[config.mk]
export PLATFORM = sky130hd
export DESIGN_NAME = sram_page_address_select
export DESIGN_NICKNAME = d
export VERILOG_FILES = /design/src/hw/page_pointer_reg.v /design/src/hw/sram_page_address_select.v
export VERILOG_INCLUDE_DIRS = /design/src /design/src/hw
export SDC_FILE = /design/constraint.sdc
export NUM_CORES = 1
export LEC_CHECK = 0
export BUFFER_PORTS_ARGS = -buffer_cell sky130_fd_sc_hd__buf_4
export CAP_MARGIN = 20
export CORE_ASPECT_RATIO = 0.6
export CORE_MARGIN = 4
export CORE_UTILIZATION = 37
export CTS_BUF_LIST = sky130_fd_sc_hd__clkbuf_8
export DETAILED_ROUTE_END_ITERATION = 7
export SKIP_CTS_REPAIR_TIMING = 1
export SLEW_MARGIN = 25
export SYNTH_ARGS = -nofsm -noshare
export SYNTH_HDL_FRONTEND = slang
export SYNTH_SLANG_ARGS = --single-unit
[constraint.sdc]
create_clock -name clock -period 2.1 [get_ports clock]
set_input_delay 0.21 -clock clock [delete_from_list [all_inputs] [get_ports clock]]
set_output_delay 0.21 -clock clock [all_outputs]
set_load 0.005 [all_outputs]
[src/hw/sram_page_regs.vh]
`ifndef SRAM_PAGE_REGS_VH
`define SRAM_PAGE_REGS_VH
`define ADDR_CURRENT_PAGE 8'hD0
`define ADDR_STACK_PAGE 8'hD1
`define ADDR_INDEX_PAGE 8'hD3
`define ADDR_MOVE_READ_PAGE 8'hD4
`define ADDR_MOVE_WRITE_PAGE 8'hD5
`define ADDR_FLAGS 8'hF7
`define RESET_PAGE 3'h0
`define RESET_FLAGS 8'h02
`define FLAG_MODE_HI 7
`define FLAG_MODE_LO 6
`define FLAG_BANK 4
`define FLAG_CARRY 2
`define FLAG_ZERO 1
`define FLAG_GIE 0
`define MODE_ZERO 2'h0
`define MODE_STACK_ISR 2'h1
`define MODE_INDEX 2'h2
`define MODE_STACK 2'h3
`define KIND_DIRECT 3'h0
`define KIND_INDEXED 3'h1
`define KIND_STACK 3'h2
`define KIND_MOVE_PTR 3'h3
`define KIND_MOVE_READ 3'h4
`define KIND_MOVE_WRITE 3'h5
`define FLAG_OP_AND 2'h1
`define FLAG_OP_OR 2'h2
`define FLAG_OP_XOR 2'h3
`endif

[src/hw/page_pointer_reg.v]
`timescale 1ns/1ps
// one three-bit page pointer; upper bits do not exist
module page_pointer_reg (
  input wire clock,
  input wire srst,
  input wire clock_enable,
  input wire write_strobe,
  input wire [7:0] write_data,
  output reg [2:0] page
);
  always @(posedge clock) begin
    if (srst) begin
      page <= 3'h0;
    end else if (clock_enable && write_strobe) begin
      page <= write_data[2:0];
    end
  end
endmodule // page_pointer_reg

[src/hw/sram_page_address_select.v]
`timescale 1ns/1ps
`include "sram_page_regs.vh"
module sram_page_address_select (
  input wire clock,
  input wire srst,
  input wire clock_enable,
  input wire reg_write,
  input wire reg_read,
  input wire [7:0] reg_address,
  input wire [7:0] reg_write_data,
  output reg [7:0] reg_read_data,
  output wire [8:0] reg_full_address,
  output wire reg_config_space,
  input wire [2:0] access_kind,
  input wire [7:0] access_offset,
  output reg [10:0] sram_address,
  input wire [1:0] flag_op,
  input wire [7:0] flag_operand,
  input wire alu_update,
  input wire alu_carry,
  input wire alu_zero,
  input wire interrupt_entry,
  input wire interrupt_return,
  input wire [7:0] restored_flags,
  output wire [7:0] saved_flags,
  output wire [7:0] flags,
  output wire [1:0] paging_mode_field,
  output wire register_bank_select,
  output wire global_interrupt_enable,
  output wire carry_flag,
  output wire zero_flag
);
  reg [2:0] current_page_pointer;
  reg [7:0] core_flag_register;
  reg [7:0] next_flags;
  reg [2:0] page;
  wire [2:0] stack_page_pointer;
  wire [2:0] index_page_pointer;
  wire [2:0] move_read_page_pointer;
  wire [2:0] move_write_page_pointer;
  wire [4:0] page_selects;
  // decoded twice: pointer write strobes and bank-independent flag access
  function hit;
    input [7:0] address;
    input [7:0] target;
    input bank;
    input any_bank;
    begin
      hit = (address == target) && (any_bank || !bank);
    end
  endfunction
  genvar g;
  generate
    for (g = 0; g < 5; g = g + 1) begin : pointer_regs
      localparam [7:0] target = (g == 0) ? `ADDR_CURRENT_PAGE : (g == 1) ? `ADDR_STACK_PAGE :
        (g == 2) ? `ADDR_INDEX_PAGE : (g == 3) ? `ADDR_MOVE_READ_PAGE : `ADDR_MOVE_WRITE_PAGE;
      assign page_selects[g] = reg_write && hit(reg_address, target, register_bank_select, 1'b0);
    end
  endgenerate
  always @(posedge clock) begin
    if (srst) begin
      current_page_pointer <= `RESET_PAGE;
    end else if (clock_enable && page_selects[0]) begin
      current_page_pointer <= reg_write_data[2:0];
    end
  end
  page_pointer_reg stack_reg (
    .clock(clock),
    .srst(srst),
    .clock_enable(clock_enable),
    .write_strobe(page_selects[1]),
    .write_data(reg_write_data),
    .page(stack_page_pointer)
  );
  page_pointer_reg index_reg (
    .clock(clock),
    .srst(srst),
    .clock_enable(clock_enable),
    .write_strobe(page_selects[2]),
    .write_data(reg_write_data),
    .page(index_page_pointer)
  );
  page_pointer_reg move_read_reg (
    .clock(clock),
    .srst(srst),
    .clock_enable(clock_enable),
    .write_strobe(page_selects[3]),
    .write_data(reg_write_data),
    .page(move_read_page_pointer)
  );
  page_pointer_reg move_write_reg (
    .clock(clock),
    .srst(srst),
    .clock_enable(clock_enable),
    .write_strobe(page_selects[4]),
    .write_data(reg_write_data),
    .page(move_write_page_pointer)
  );
  // flag register: a plain write at its address is ignored, only logic ops, interrupt entry/return and alu updates change it
  always @* begin
    next_flags = core_flag_register;
    if (interrupt_entry) begin
      next_flags = 8'h00;
    end else if (interrupt_return) begin
      next_flags = restored_flags;
    end else if (flag_op != 2'h0) begin
      case (flag_op)
        `FLAG_OP_AND: next_flags = core_flag_register & flag_operand;
        `FLAG_OP_OR: next_flags = core_flag_register | flag_operand;
        `FLAG_OP_XOR: next_flags = core_flag_register ^ flag_operand;
        default: next_flags = core_flag_register;
      endcase
    end else if (alu_update) begin
      next_flags[`FLAG_CARRY] = alu_carry;
      next_flags[`FLAG_ZERO] = alu_zero;
    end
  end
  always @(posedge clock) begin
    if (srst) begin
      core_flag_register <= `RESET_FLAGS;
    end else if (clock_enable) begin
      core_flag_register <= next_flags;
    end
  end
  // core pushes this value before entry clears the register
  assign saved_flags = core_flag_register;
  assign flags = core_flag_register;
  assign paging_mode_field = core_flag_register[`FLAG_MODE_HI:`FLAG_MODE_LO];
  assign register_bank_select = core_flag_register[`FLAG_BANK];
  assign global_interrupt_enable = core_flag_register[`FLAG_GIE];
  assign carry_flag = core_flag_register[`FLAG_CARRY];
  assign zero_flag = core_flag_register[`FLAG_ZERO];
  assign reg_full_address = {register_bank_select, reg_address};
  assign reg_config_space = register_bank_select;
  // read data registered one cycle after the read strobe
  always @(posedge clock) begin
    if (srst) begin
      reg_read_data <= 8'h00;
    end else if (clock_enable && reg_read) begin
      if (hit(reg_address, `ADDR_FLAGS, register_bank_select, 1'b1)) begin
        reg_read_data <= core_flag_register;
      end else if (register_bank_select) begin
        reg_read_data <= 8'h00;
      end else begin
        case (reg_address)
          `ADDR_CURRENT_PAGE: reg_read_data <= {5'h00, current_page_pointer};
          `ADDR_STACK_PAGE: reg_read_data <= {5'h00, stack_page_pointer};
          `ADDR_INDEX_PAGE: reg_read_data <= {5'h00, index_page_pointer};
          `ADDR_MOVE_READ_PAGE: reg_read_data <= {5'h00, move_read_page_pointer};
          `ADDR_MOVE_WRITE_PAGE: reg_read_data <= {5'h00, move_write_page_pointer};
          default: reg_read_data <= 8'h00;
        endcase
      end
    end
  end
  // page choice is combinational so a just-written pointer applies next access
  always @* begin
    case (access_kind)
      `KIND_STACK: page = stack_page_pointer;
      `KIND_DIRECT: page = paging_mode_field[1] ? current_page_pointer : 3'h0;
      `KIND_INDEXED: begin
        case (paging_mode_field)
          `MODE_ZERO: page = 3'h0;
          `MODE_STACK_ISR: page = stack_page_pointer;
          `MODE_INDEX: page = index_page_pointer;
          `MODE_STACK: page = stack_page_pointer;
          default: page = 3'h0;
        endcase
      end
      `KIND_MOVE_PTR: page = paging_mode_field[1] ? current_page_pointer : 3'h0;
      `KIND_MOVE_READ: page = move_read_page_pointer;
      `KIND_MOVE_WRITE: page = move_write_page_pointer;
      default: page = 3'h0;
    endcase
  end
  // address registered; it follows the access kind presented one cycle earlier
  always @(posedge clock) begin
    if (srst) begin
      sram_address <= 11'h000;
    end else if (clock_enable) begin
      sram_address <= {page, access_offset};
    end
  end
endmodule // sram_page_address_select

==> results of run 1 <==
-- critical path: cells and delay by family (launching register included) --
family | cells | cell delay (ns)
AO/OA/AOI/OAI | 3 | 0.89
buffers and inverters | 1 | 0.06
AND/OR/NAND/NOR | 1 | 0.15
flip-flops | 1 | 0.33
adder cells (fa/ha/maj) | 1 | 0.26
-- through the flow --
| step | cells | utilization | power [mW] |
|---|---|---|---|
| 3_3_place_gp | 504 | 0.4801 | 1.214 |
| 6_report | 512 | 0.4918 | 1.721 |
| 3_5_place_dp | 504 | 0.4801 | 1.220 |
| 5_1_grt | 512 | 0.4918 | 1.823 |
| 2_1_floorplan | 332 | - | 1.045 |
| 4_1_cts | 512 | 0.4918 | 1.739 |
-- layer usage --
layer	up-vias	track usage
li1	1311	-
met1	1213	0.2683
met2	99	0.2466
met3	5	0.04303
met4	0	0.03518
met5	-	0
-- layout make-up --
type,instances,area (sq um)
Inverter,26,97.59
Tap cell,104,130.1
Fill cell,738,3739
Clock inverter,3,17.52
Clock buffer,5,68.82
Timing Repair Buffer,110,825.8
Sequential cell,42,840.8
Multi-Input combinational cell,222,1638
-- sequential cells by signal, indices dropped and copies added (netlist names) --
register / cells
index_reg.page: 3
sram_address: 11
stack_reg.page: 3
flags: 8
move_write_reg.page: 3
reg_read_data: 8
move_read_reg.page: 3
current_page_pointer: 3
-- path summary, 6_finish.rpt --
kind	from	endpoint	slack, ns	cells after the start
worst max register to register	flags[1]	flags[1]	0.31	6
worst min register to register	reg_read_data[3]	reg_read_data[3]	0.46	2
worst min-delay path	access_offset[3]	sram_address[3]	0.14	3
worst max-delay path	flags[1]	flags[1]	0.31	6
-- power breakdown --
group / switching (mW) / internal, mW / total (mW)
combinational: 0.179 / 0.188 / 0.366
clock: 0.289 / 0.230 / 0.519
sequential: 0.0189 / 0.816 / 0.835
total: 0.487 / 1.23 / 1.72
-- kinds of logic after synthesis --
family	Yosys count	share of synthesized area
compound gates	65	0.1795
xor+xnor	1	0.003095
fa+ha+maj	19	0.08400
buf+inv	68	0.1242
flops	42	0.2971
mux	26	0.09195
simple gates	111	0.2202
-- placed cells by master (no fill, tap or decap), drive strengths merged, types with 2 or more instances in the layout --
| master | Yosys | final |
|---|---|---|
| nand2b | 2 | 2 |
| and4b | 2 | 2 |
| a2111o | 7 | 7 |
| o2bb2ai | 3 | 3 |
| nand2 | 25 | 25 |
| a211oi | 5 | 5 |
| clkinv | 0 | 2 |
| buf | 31 | 110 |
| a21oi | 17 | 17 |
| nor2 | 28 | 28 |
| a221oi | 6 | 6 |
| and2 | 3 | 3 |
| nor3 | 3 | 3 |
| or3b | 4 | 4 |
| inv | 26 | 27 |
| o21ai | 2 | 2 |
| nand4b | 2 | 2 |
| a22o | 4 | 4 |
| dfxtp | 42 | 42 |
| nand3b | 6 | 6 |
| a2111oi | 4 | 4 |
| a22oi | 2 | 2 |
| nand3 | 15 | 15 |
| nor2b | 9 | 9 |
| o21bai | 2 | 2 |
| mux2i | 26 | 26 |
| clkbuf | 11 | 5 |
| ha | 19 | 19 |
| o31ai | 4 | 4 |
| and3 | 2 | 2 |
| a211o | 5 | 5 |
==> impl_metrics.py, run 1 <==
metrics = {
    "route": {
        "detailroute.wirelength.met2_um": 3141,
        "num_vias": 2628,
        "length_of_the_first_detailed_routing_pass_in_iterations": 4,
        "wl_met3_um": 698,
        "metal_1_wl_um": 4144,
        "postRouteWirelength_um": 8028,
        "routedWlPerCell_um": 15.68,
        "drt-vias-per-instance": 5.133,
        "dr.max_layer_used": "met4",
        "route.antenna.remaining_nets": 0,
        "number_of_drc_markers_after_the_initial_detailed_route_iteration": 169,
        "drc": 0,
    },
    "timing": {
        "hold_viol": 0,
        "hold-worst-slack_ns": 0.1448,
        "setup_total_negative_slack_ns": 0,
        "timing.fmax_mhz": 559.5,
        "setup_viol": 0,
        "tightest_slew_ns": 0.6603,
        "period_share": 0.8512,
        "timing.final.max_slew_violations": 0,
        "timing.final.ws_setup_ns": 0.3125,
        "slew-limit-headroom": 0.5538,
        "fin_worst_skew_ns": 0.004680,
        "final.min_clock_period_ns": 1.787,
        "grt_setup_unrepaired": "no",
    },
    "worst_setup_path": {
        "critical_path_arrival_ns": 1.97,
        "path_cells": "inv_1 -> ha_1 -> and2_1 -> a2111oi_0 -> o31ai_1 -> a221o_1",
        "worst_path_largest_cell_delay_ns": 0.40,
        "crit_required_ns": 2.29,
        "path_max_fanout": 2,
        "launching_element_type_of_the_critical_path": "flip-flop",
        "cp_slowest_cell": "a2111oi_0",
        "critPathCaptureType": "flip-flop",
        "crit_type": "reg2reg",
    },
    "grt": {
        "first_global_vias": 2449,
        "grt_pass1_wl_um": 12610,
        "grt_util_all_layers": 0.1754,
        "maximum_number_of_pins_on_one_net_before_global_route_repair": 43,
        "antenna_violations_before_repair": 0,
        "globalRoute.totalOverflow": 0,
    },
    "cells_and_area": {
        "num_antenna_cells": 0,
        "share_of_post_route_cells_with_drive_strength_above_1": 0.3113,
        "stdcell_area_sq_um": 3618,
        "nets": 481,
        "area_delta_synth_final_pct": 27.85,
    },
    "power": {
        "static-leakage-power_nw": 1.681,
        "power_density_normalized_to_cell_area_nw_per_um2": 475.5,
        "irDropWorstVdd_mv": 0.2138,
    },
    "floorplanning": {
        "num_io_pins": 106,
        "initial_utilization": 0.3847,
        "num_rows": 24,
        "horizontal_die_dimension_um": 120.9,
        "core_area_sq_um": 7357,
        "fp.dieArea_sq_um": 9158,
        "fp.dieH_um": 75.75,
    },
    "yosys": {
        "yosys_warnings": 0,
        "yosys_register_bits": 42,
        "post_synth_num_cell_types": 49,
        "synthFlopType": "dfxtp_1",
        "synth_largest_type_area_fraction": 0.2971,
        "syn-instance-count": 332,
        "synth_seq_area_share": 0.2971,
        "synth_largest_area_cell": "dfxtp_1",
        "synth_top_cells_by_area": "dfxtp_1, mux2i_1, ha_1, buf_4, nor2_1",
        "yosys.cell_count.top_type": "dfxtp_1",
        "syn-mean-instance-area_sq_um": 8.525,
        "syn_area_sq_um": 2830,
        "synth_edf_count": 0,
        "mappedNetlistNets": 406,
        "synth_top_cells_by_count": "dfxtp_1, nor2_1, inv_1, mux2i_1, nand2_1",
        "asyncSetResetFlopFracSynth": 0,
    },
    "status": {
        "status": "finished, final reports clean",
    },
    "clock_tree": {
        "cts_tree": "built",
        "root_buffer": "clkbuf_8",
        "clock_latency_ns": 0.30,
        "cts_sinks": 42,
        "cts_made_buffers": 5,
        "ctsHtreeMaxLevel": 2,
        "clockBufferDepth": 2,
        "worst_setup_hold_path_clk_slew_ns": 0.08,
    },
    "run": {
        "maxCapViolations": 0,
    },
    "placement": {
        "pre_cts_ws_ns": 0.3239,
        "placed_cell_area_sq_um": 3532,
        "detailed_place_hpwl_um": 6312,
        "portBuffers": 100,
        "gp_congestion": 0.8694,
    },
    "worst_hold_path": {
        "worstHoldPathType": "in2reg",
    },
}
Power figures use the tool's default switching activity.
==> run 2, diff against run 1 <==
--- a/config.mk
+++ b/config.mk
@@ -9,7 +9,6 @@
 export BUFFER_PORTS_ARGS = -buffer_cell sky130_fd_sc_hd__buf_4
 export CAP_MARGIN = 20
 export CORE_ASPECT_RATIO = 0.6
-export CORE_MARGIN = 4
 export CORE_UTILIZATION = 37
 export CTS_BUF_LIST = sky130_fd_sc_hd__clkbuf_8
 export DETAILED_ROUTE_END_ITERATION = 7
==> impl_metrics.py, run 2 (same netlist as run 1, synthesis figures left out) <==
metrics = {
    "grt": {
        "grt_util_all_layers": 0.1946,
        "first_global_vias": 2403,
        "globalRouteMet1Util": 0.3029,
        "maximum_number_of_pins_on_one_net_before_global_route_repair": 43,
        "grt_pass1_wl_um": 12250,
        "globalRouteMet3Util": 0.04720,
        "gr-usage-met2": 0.2684,
        "globalRoute.totalOverflow": 0,
        "gr-max-usage-layer": "met1",
        "antenna_violations_before_repair": 0,
    },
    "run": {
        "maxCapViolations": 0,
    },
    "clock_tree": {
        "clock_latency_ns": 0.29,
        "cts_tree": "built",
        "root_buffer": "clkbuf_8",
        "cts_sinks": 42,
        "worst_setup_hold_path_clk_slew_ns": 0.08,
        "cts_made_buffers": 5,
        "clockBufferDepth": 2,
        "ctsHtreeMaxLevel": 2,
    },
    "worst_setup_path": {
        "timing.reg2reg.setup_slack_ns": 0.22,
        "timing.reg2reg.worst_path_depth": 6,
        "crit_type": "reg2reg",
        "launching_element_type_of_the_critical_path": "flip-flop",
        "worstReg2RegStart": "flags[1]",
        "critical_path.startpoint": "flags[1]",
        "crit_required_ns": 2.28,
        "timing.rr.end": "flags[1]",
        "cp-endpoint": "flags[1]",
        "critical_path_arrival_ns": 2.07,
        "critPathCaptureType": "flip-flop",
        "path_max_fanout": 2,
    },
    "power": {
        "design_power_total_mw": 1.715,
        "power_density_normalized_to_cell_area_nw_per_um2": 475.3,
        "irDropWorstVdd_mv": 0.2303,
        "static-leakage-power_nw": 1.670,
    },
    "route": {
        "number_of_drc_markers_after_the_initial_detailed_route_iteration": 115,
        "drt-vias-per-instance": 5.208,
        "postRouteWirelength_um": 7704,
        "routedWlPerCell_um": 15.14,
        "route.antenna.remaining_nets": 0,
        "drc": 0,
        "num_vias": 2651,
        "length_of_the_first_detailed_routing_pass_in_iterations": 4,
    },
    "timing": {
        "slew-limit-headroom": 0.5526,
        "final.min_clock_period_ns": 1.884,
        "timing.fmax_mhz": 530.8,
        "period_share": 0.8972,
        "setup_total_negative_slack_ns": 0,
        "hold-worst-slack_ns": 0.1614,
        "tightest_slew_ns": 0.6620,
        "hold_viol": 0,
        "grt_setup_unrepaired": "no",
        "fin_worst_skew_ns": 0.008857,
        "setup_viol": 0,
        "timing.final.max_slew_violations": 0,
    },
    "floorplanning": {
        "fp.dieArea_sq_um": 8014,
        "fp.dieH_um": 69.75,
        "initial_utilization": 0.3863,
        "core_area_sq_um": 7327,
        "num_io_pins": 106,
        "num_rows": 24,
        "horizontal_die_dimension_um": 114.9,
    },
    "cells_and_area": {
        "num_antenna_cells": 0,
        "nets": 480,
        "num-fill-cells": 733,
        "mostFrequentLayoutCell": "buf_4",
        "layout.cells.most_common_list": "buf_4, dfxtp_1, nor2_1",
        "fin_cells": 509,
        "number_of_flip_flops_under_the_largest_register_name": 11,
        "share_of_post_route_cells_with_drive_strength_above_1": 0.3086,
        "stdcell_area_sq_um": 3607,
        "regMostFlops": "sram_address",
        "area_delta_synth_final_pct": 27.45,
    },
    "status": {
        "status": "finished, final reports clean",
    },
    "placement": {
        "place_inst": 503,
        "detailed_place_hpwl_um": 5955,
        "placed_cell_area_sq_um": 3525,
        "portBuffers": 100,
        "gp_congestion": 0.8522,
    },
    "worst_hold_path": {
        "worstHoldPathType": "in2reg",
    },
}
## run 2: changes by cell type in the layout (fill, tap and decap cells not counted), sizes merged
cell	before	now
inv	27	26
buf	110	109
clkbuf	5	6
clkinv	2	0
## run 2: worst min path at each step
stage               slack, ns               from                 endpoint  cells after the start
floorplan                0.35  reg_write_data[0]  current_page_pointer[0]                      2
global placement         0.45   reg_read_data[4]         reg_read_data[4]                      2
detailed placement       0.45   reg_read_data[3]         reg_read_data[3]                      2
CTS                      0.16   access_offset[0]          sram_address[0]                      3
global route             0.17   access_offset[2]          sram_address[2]                      3
finish                   0.16   access_offset[7]          sram_address[7]                      3
## run 2: worst max-delay path, cell delays in order, from the launching register on
cell	delay (ns)
dfxtp_1	0.33
inv_1	0.06
ha_1	0.26
and2_1	0.15
a2111oi_0	0.48
o31ai_1	0.14
a221o_1	0.36
## run 2: stage by stage
stage | worst slack, ns | util
4_1_cts | 0.2000 | 0.4923
3_5_place_dp | 0.2235 | 0.4810
3_3_place_gp | 0.2995 | 0.4810
6_report | 0.2159 | 0.4923
2_1_floorplan | 0.3278 | -
5_1_grt | 0.1197 | 0.4923
## run 2: layout make-up
type	instances	area [sq um]	share of cell area
multi-input combinational	222	1638	0.4540
clock buffer	6	82.58	0.02289
timing repair buffer	109	818.3	0.2268
sequential	42	840.8	0.2331
inverter	26	97.59	0.02706
tap	104	130.1	0.03607
## run 2: per-layer routing
metal / vias up / wire length, um
met2: 102 / 3069
li1: 1301 / -
met4: 0 / 39
met3: 5 / 609
met5: - / 0
met1: 1243 / 3986
## run 2: where the power goes
part | leakage (nW) | internal [mW] | total (mW) | switching (mW)
combinational | 1.29 | 0.188 | 0.364 | 0.177
clock | 0.0431 | 0.254 | 0.515 | 0.261
sequential | 0.341 | 0.816 | 0.835 | 0.0193
total | 1.67 | 1.26 | 1.71 | 0.457
==> run 3, diff against run 2 <==
--- a/config.mk
+++ b/config.mk
@@ -9,9 +9,11 @@
 export BUFFER_PORTS_ARGS = -buffer_cell sky130_fd_sc_hd__buf_4
 export CAP_MARGIN = 20
 export CORE_ASPECT_RATIO = 0.6
-export CORE_UTILIZATION = 37
+export CORE_UTILIZATION = 51
 export CTS_BUF_LIST = sky130_fd_sc_hd__clkbuf_8
 export DETAILED_ROUTE_END_ITERATION = 7
+export MAX_ROUTING_LAYER = met4
+export PLACE_DENSITY = 0.82
 export SKIP_CTS_REPAIR_TIMING = 1
 export SLEW_MARGIN = 25
 export SYNTH_ARGS = -nofsm -noshare
==> impl_metrics.py, run 3 (same netlist as run 1, synthesis figures left out) <==
metrics = {
    "status": {
        "status": "complete, but fails checks",
        "failed_checks": "design-rule violations",
    },
    "clock_tree": {
        "cts_sinks": 42,
        "clockBufferDepth": 2,
        "cts_made_buffers": 5,
        "root_buffer": "clkbuf_8",
        "ctsHtreeMaxLevel": 2,
        "cts_tree": "built",
        "clock_latency_ns": 0.30,
        "worst_setup_hold_path_clk_slew_ns": 0.08,
    },
    "floorplanning": {
        "initial_utilization": 0.5437,
        "horizontal_die_dimension_um": 98.17,
        "num_io_pins": 106,
        "core_area_sq_um": 5205,
        "fp.dieH_um": 59.71,
        "fp.dieArea_sq_um": 5861,
        "num_rows": 20,
    },
    "run": {
        "maxCapViolations": 0,
    },
    "grt": {
        "maximum_number_of_pins_on_one_net_before_global_route_repair": 43,
        "grt_pass1_wl_um": 11230,
        "globalRoute.totalOverflow": 0,
        "antenna_violations_before_repair": 0,
        "grt_util_all_layers": 0.2545,
        "first_global_vias": 2251,
    },
    "power": {
        "static-leakage-power_nw": 1.669,
        "irDropWorstVdd_mv": 0.2567,
        "power_density_normalized_to_cell_area_nw_per_um2": 489.4,
        "design_power_total_mw": 1.739,
    },
    "worst_setup_path": {
        "crit_required_ns": 2.30,
        "cp_slowest_cell": "a2111oi_0",
        "launching_element_type_of_the_critical_path": "flip-flop",
        "path_cells": "inv_1 -> ha_1 -> and2_1 -> a2111oi_0 -> o31ai_1 -> a221o_1",
        "path_max_fanout": 2,
        "worst_path_largest_cell_delay_ns": 0.43,
        "crit_type": "reg2reg",
        "critPathCaptureType": "flip-flop",
        "critical_path_arrival_ns": 2.04,
    },
    "timing": {
        "tightest_slew_ns": 0.5201,
        "fin_worst_skew_ns": 0.007989,
        "timing.fmax_mhz": 543.1,
        "period_share": 0.8767,
        "grt_setup_unrepaired": "no",
        "setup_total_negative_slack_ns": 0,
        "final.min_clock_period_ns": 1.841,
        "setup_viol": 0,
        "slew-limit-headroom": 0.6485,
        "timing.final.max_slew_violations": 0,
        "hold_viol": 0,
    },
    "cells_and_area": {
        "stdcell_area_sq_um": 3553,
        "num_antenna_cells": 0,
        "nets": 478,
        "regMostFlops": "sram_address",
        "area_delta_synth_final_pct": 25.55,
        "mostFrequentLayoutCell": "buf_4",
        "number_of_flip_flops_under_the_largest_register_name": 11,
        "layout.cells.most_common_list": "buf_4, dfxtp_1, nor2_1",
        "share_of_post_route_cells_with_drive_strength_above_1": 0.3062,
    },
    "worst_hold_path": {
        "worstHoldPathType": "in2reg",
    },
    "route": {
        "number_of_drc_markers_after_the_initial_detailed_route_iteration": 165,
        "postRouteWirelength_um": 7209,
        "length_of_the_first_detailed_routing_pass_in_iterations": 6,
        "drc": 7,
        "route.antenna.remaining_nets": 0,
        "num_vias": 2684,
        "routedWlPerCell_um": 15.31,
        "drt-vias-per-instance": 5.699,
    },
    "placement": {
        "gp_congestion": 0.8966,
        "portBuffers": 100,
        "placed_cell_area_sq_um": 3462,
        "detailed_place_hpwl_um": 5494,
    },
}
-- run 3: through the flow --
step	hold WS, ns	instances	setup slack (ns)	utilization
after floorplan	0.3539	332	0.3278	-
after global placement	0.4452	463	0.3100	0.6651
after detailed placement	0.4451	463	0.1901	0.6651
after CTS	0.1450	471	0.2547	0.6827
after global routing	0.1479	471	0.08876	0.6827
final	0.1486	471	0.2589	0.6827
-- run 3: routing by layer --
layer	wire length [um]	up-vias	GRT usage
met5	0	-	-
met4	70	0	0.07036
met3	606	10	0.04912
met2	2834	125	0.3521
met1	3698	1246	0.3739
li1	-	1303	-
-- run 3: layout make-up --
class | count | area [sq um]
Clock buffer | 6 | 82.58
Clock inverter | 2 | 8.758
Fill cell | 442 | 1652
Inverter | 26 | 97.59
Multi-Input combinational cell | 222 | 1638
Sequential cell | 42 | 840.8
Tap cell | 66 | 82.58
Timing Repair Buffer | 107 | 803.3
-- run 3: worst paths after layout --
path	slack (ns)	from	to	cells after the start
setup / recovery	0.26	flags[1]	flags[1]	6
hold / removal	0.15	access_offset[1]	sram_address[1]	3
setup reg to reg	0.26	flags[1]	flags[1]	6
hold reg to reg	0.47	reg_read_data[6]	reg_read_data[6]	2
-- run 3: critical path: cells and delay by family, from the launching register on --
kind | cells | cell delay (ns)
compound gates | 3 | 0.93
flops | 1 | 0.33
fa+ha+maj | 1 | 0.25
simple gates | 1 | 0.16
buf+inv | 1 | 0.06
-- run 3: power breakdown --
| group | total, mW | internal [mW] | leakage (nW) | switching [mW] |
|---|---|---|---|---|
| clock | 0.545 | 0.261 | 0.0524 | 0.284 |
| sequential | 0.836 | 0.816 | 0.341 | 0.0205 |
| combinational | 0.358 | 0.185 | 1.28 | 0.172 |
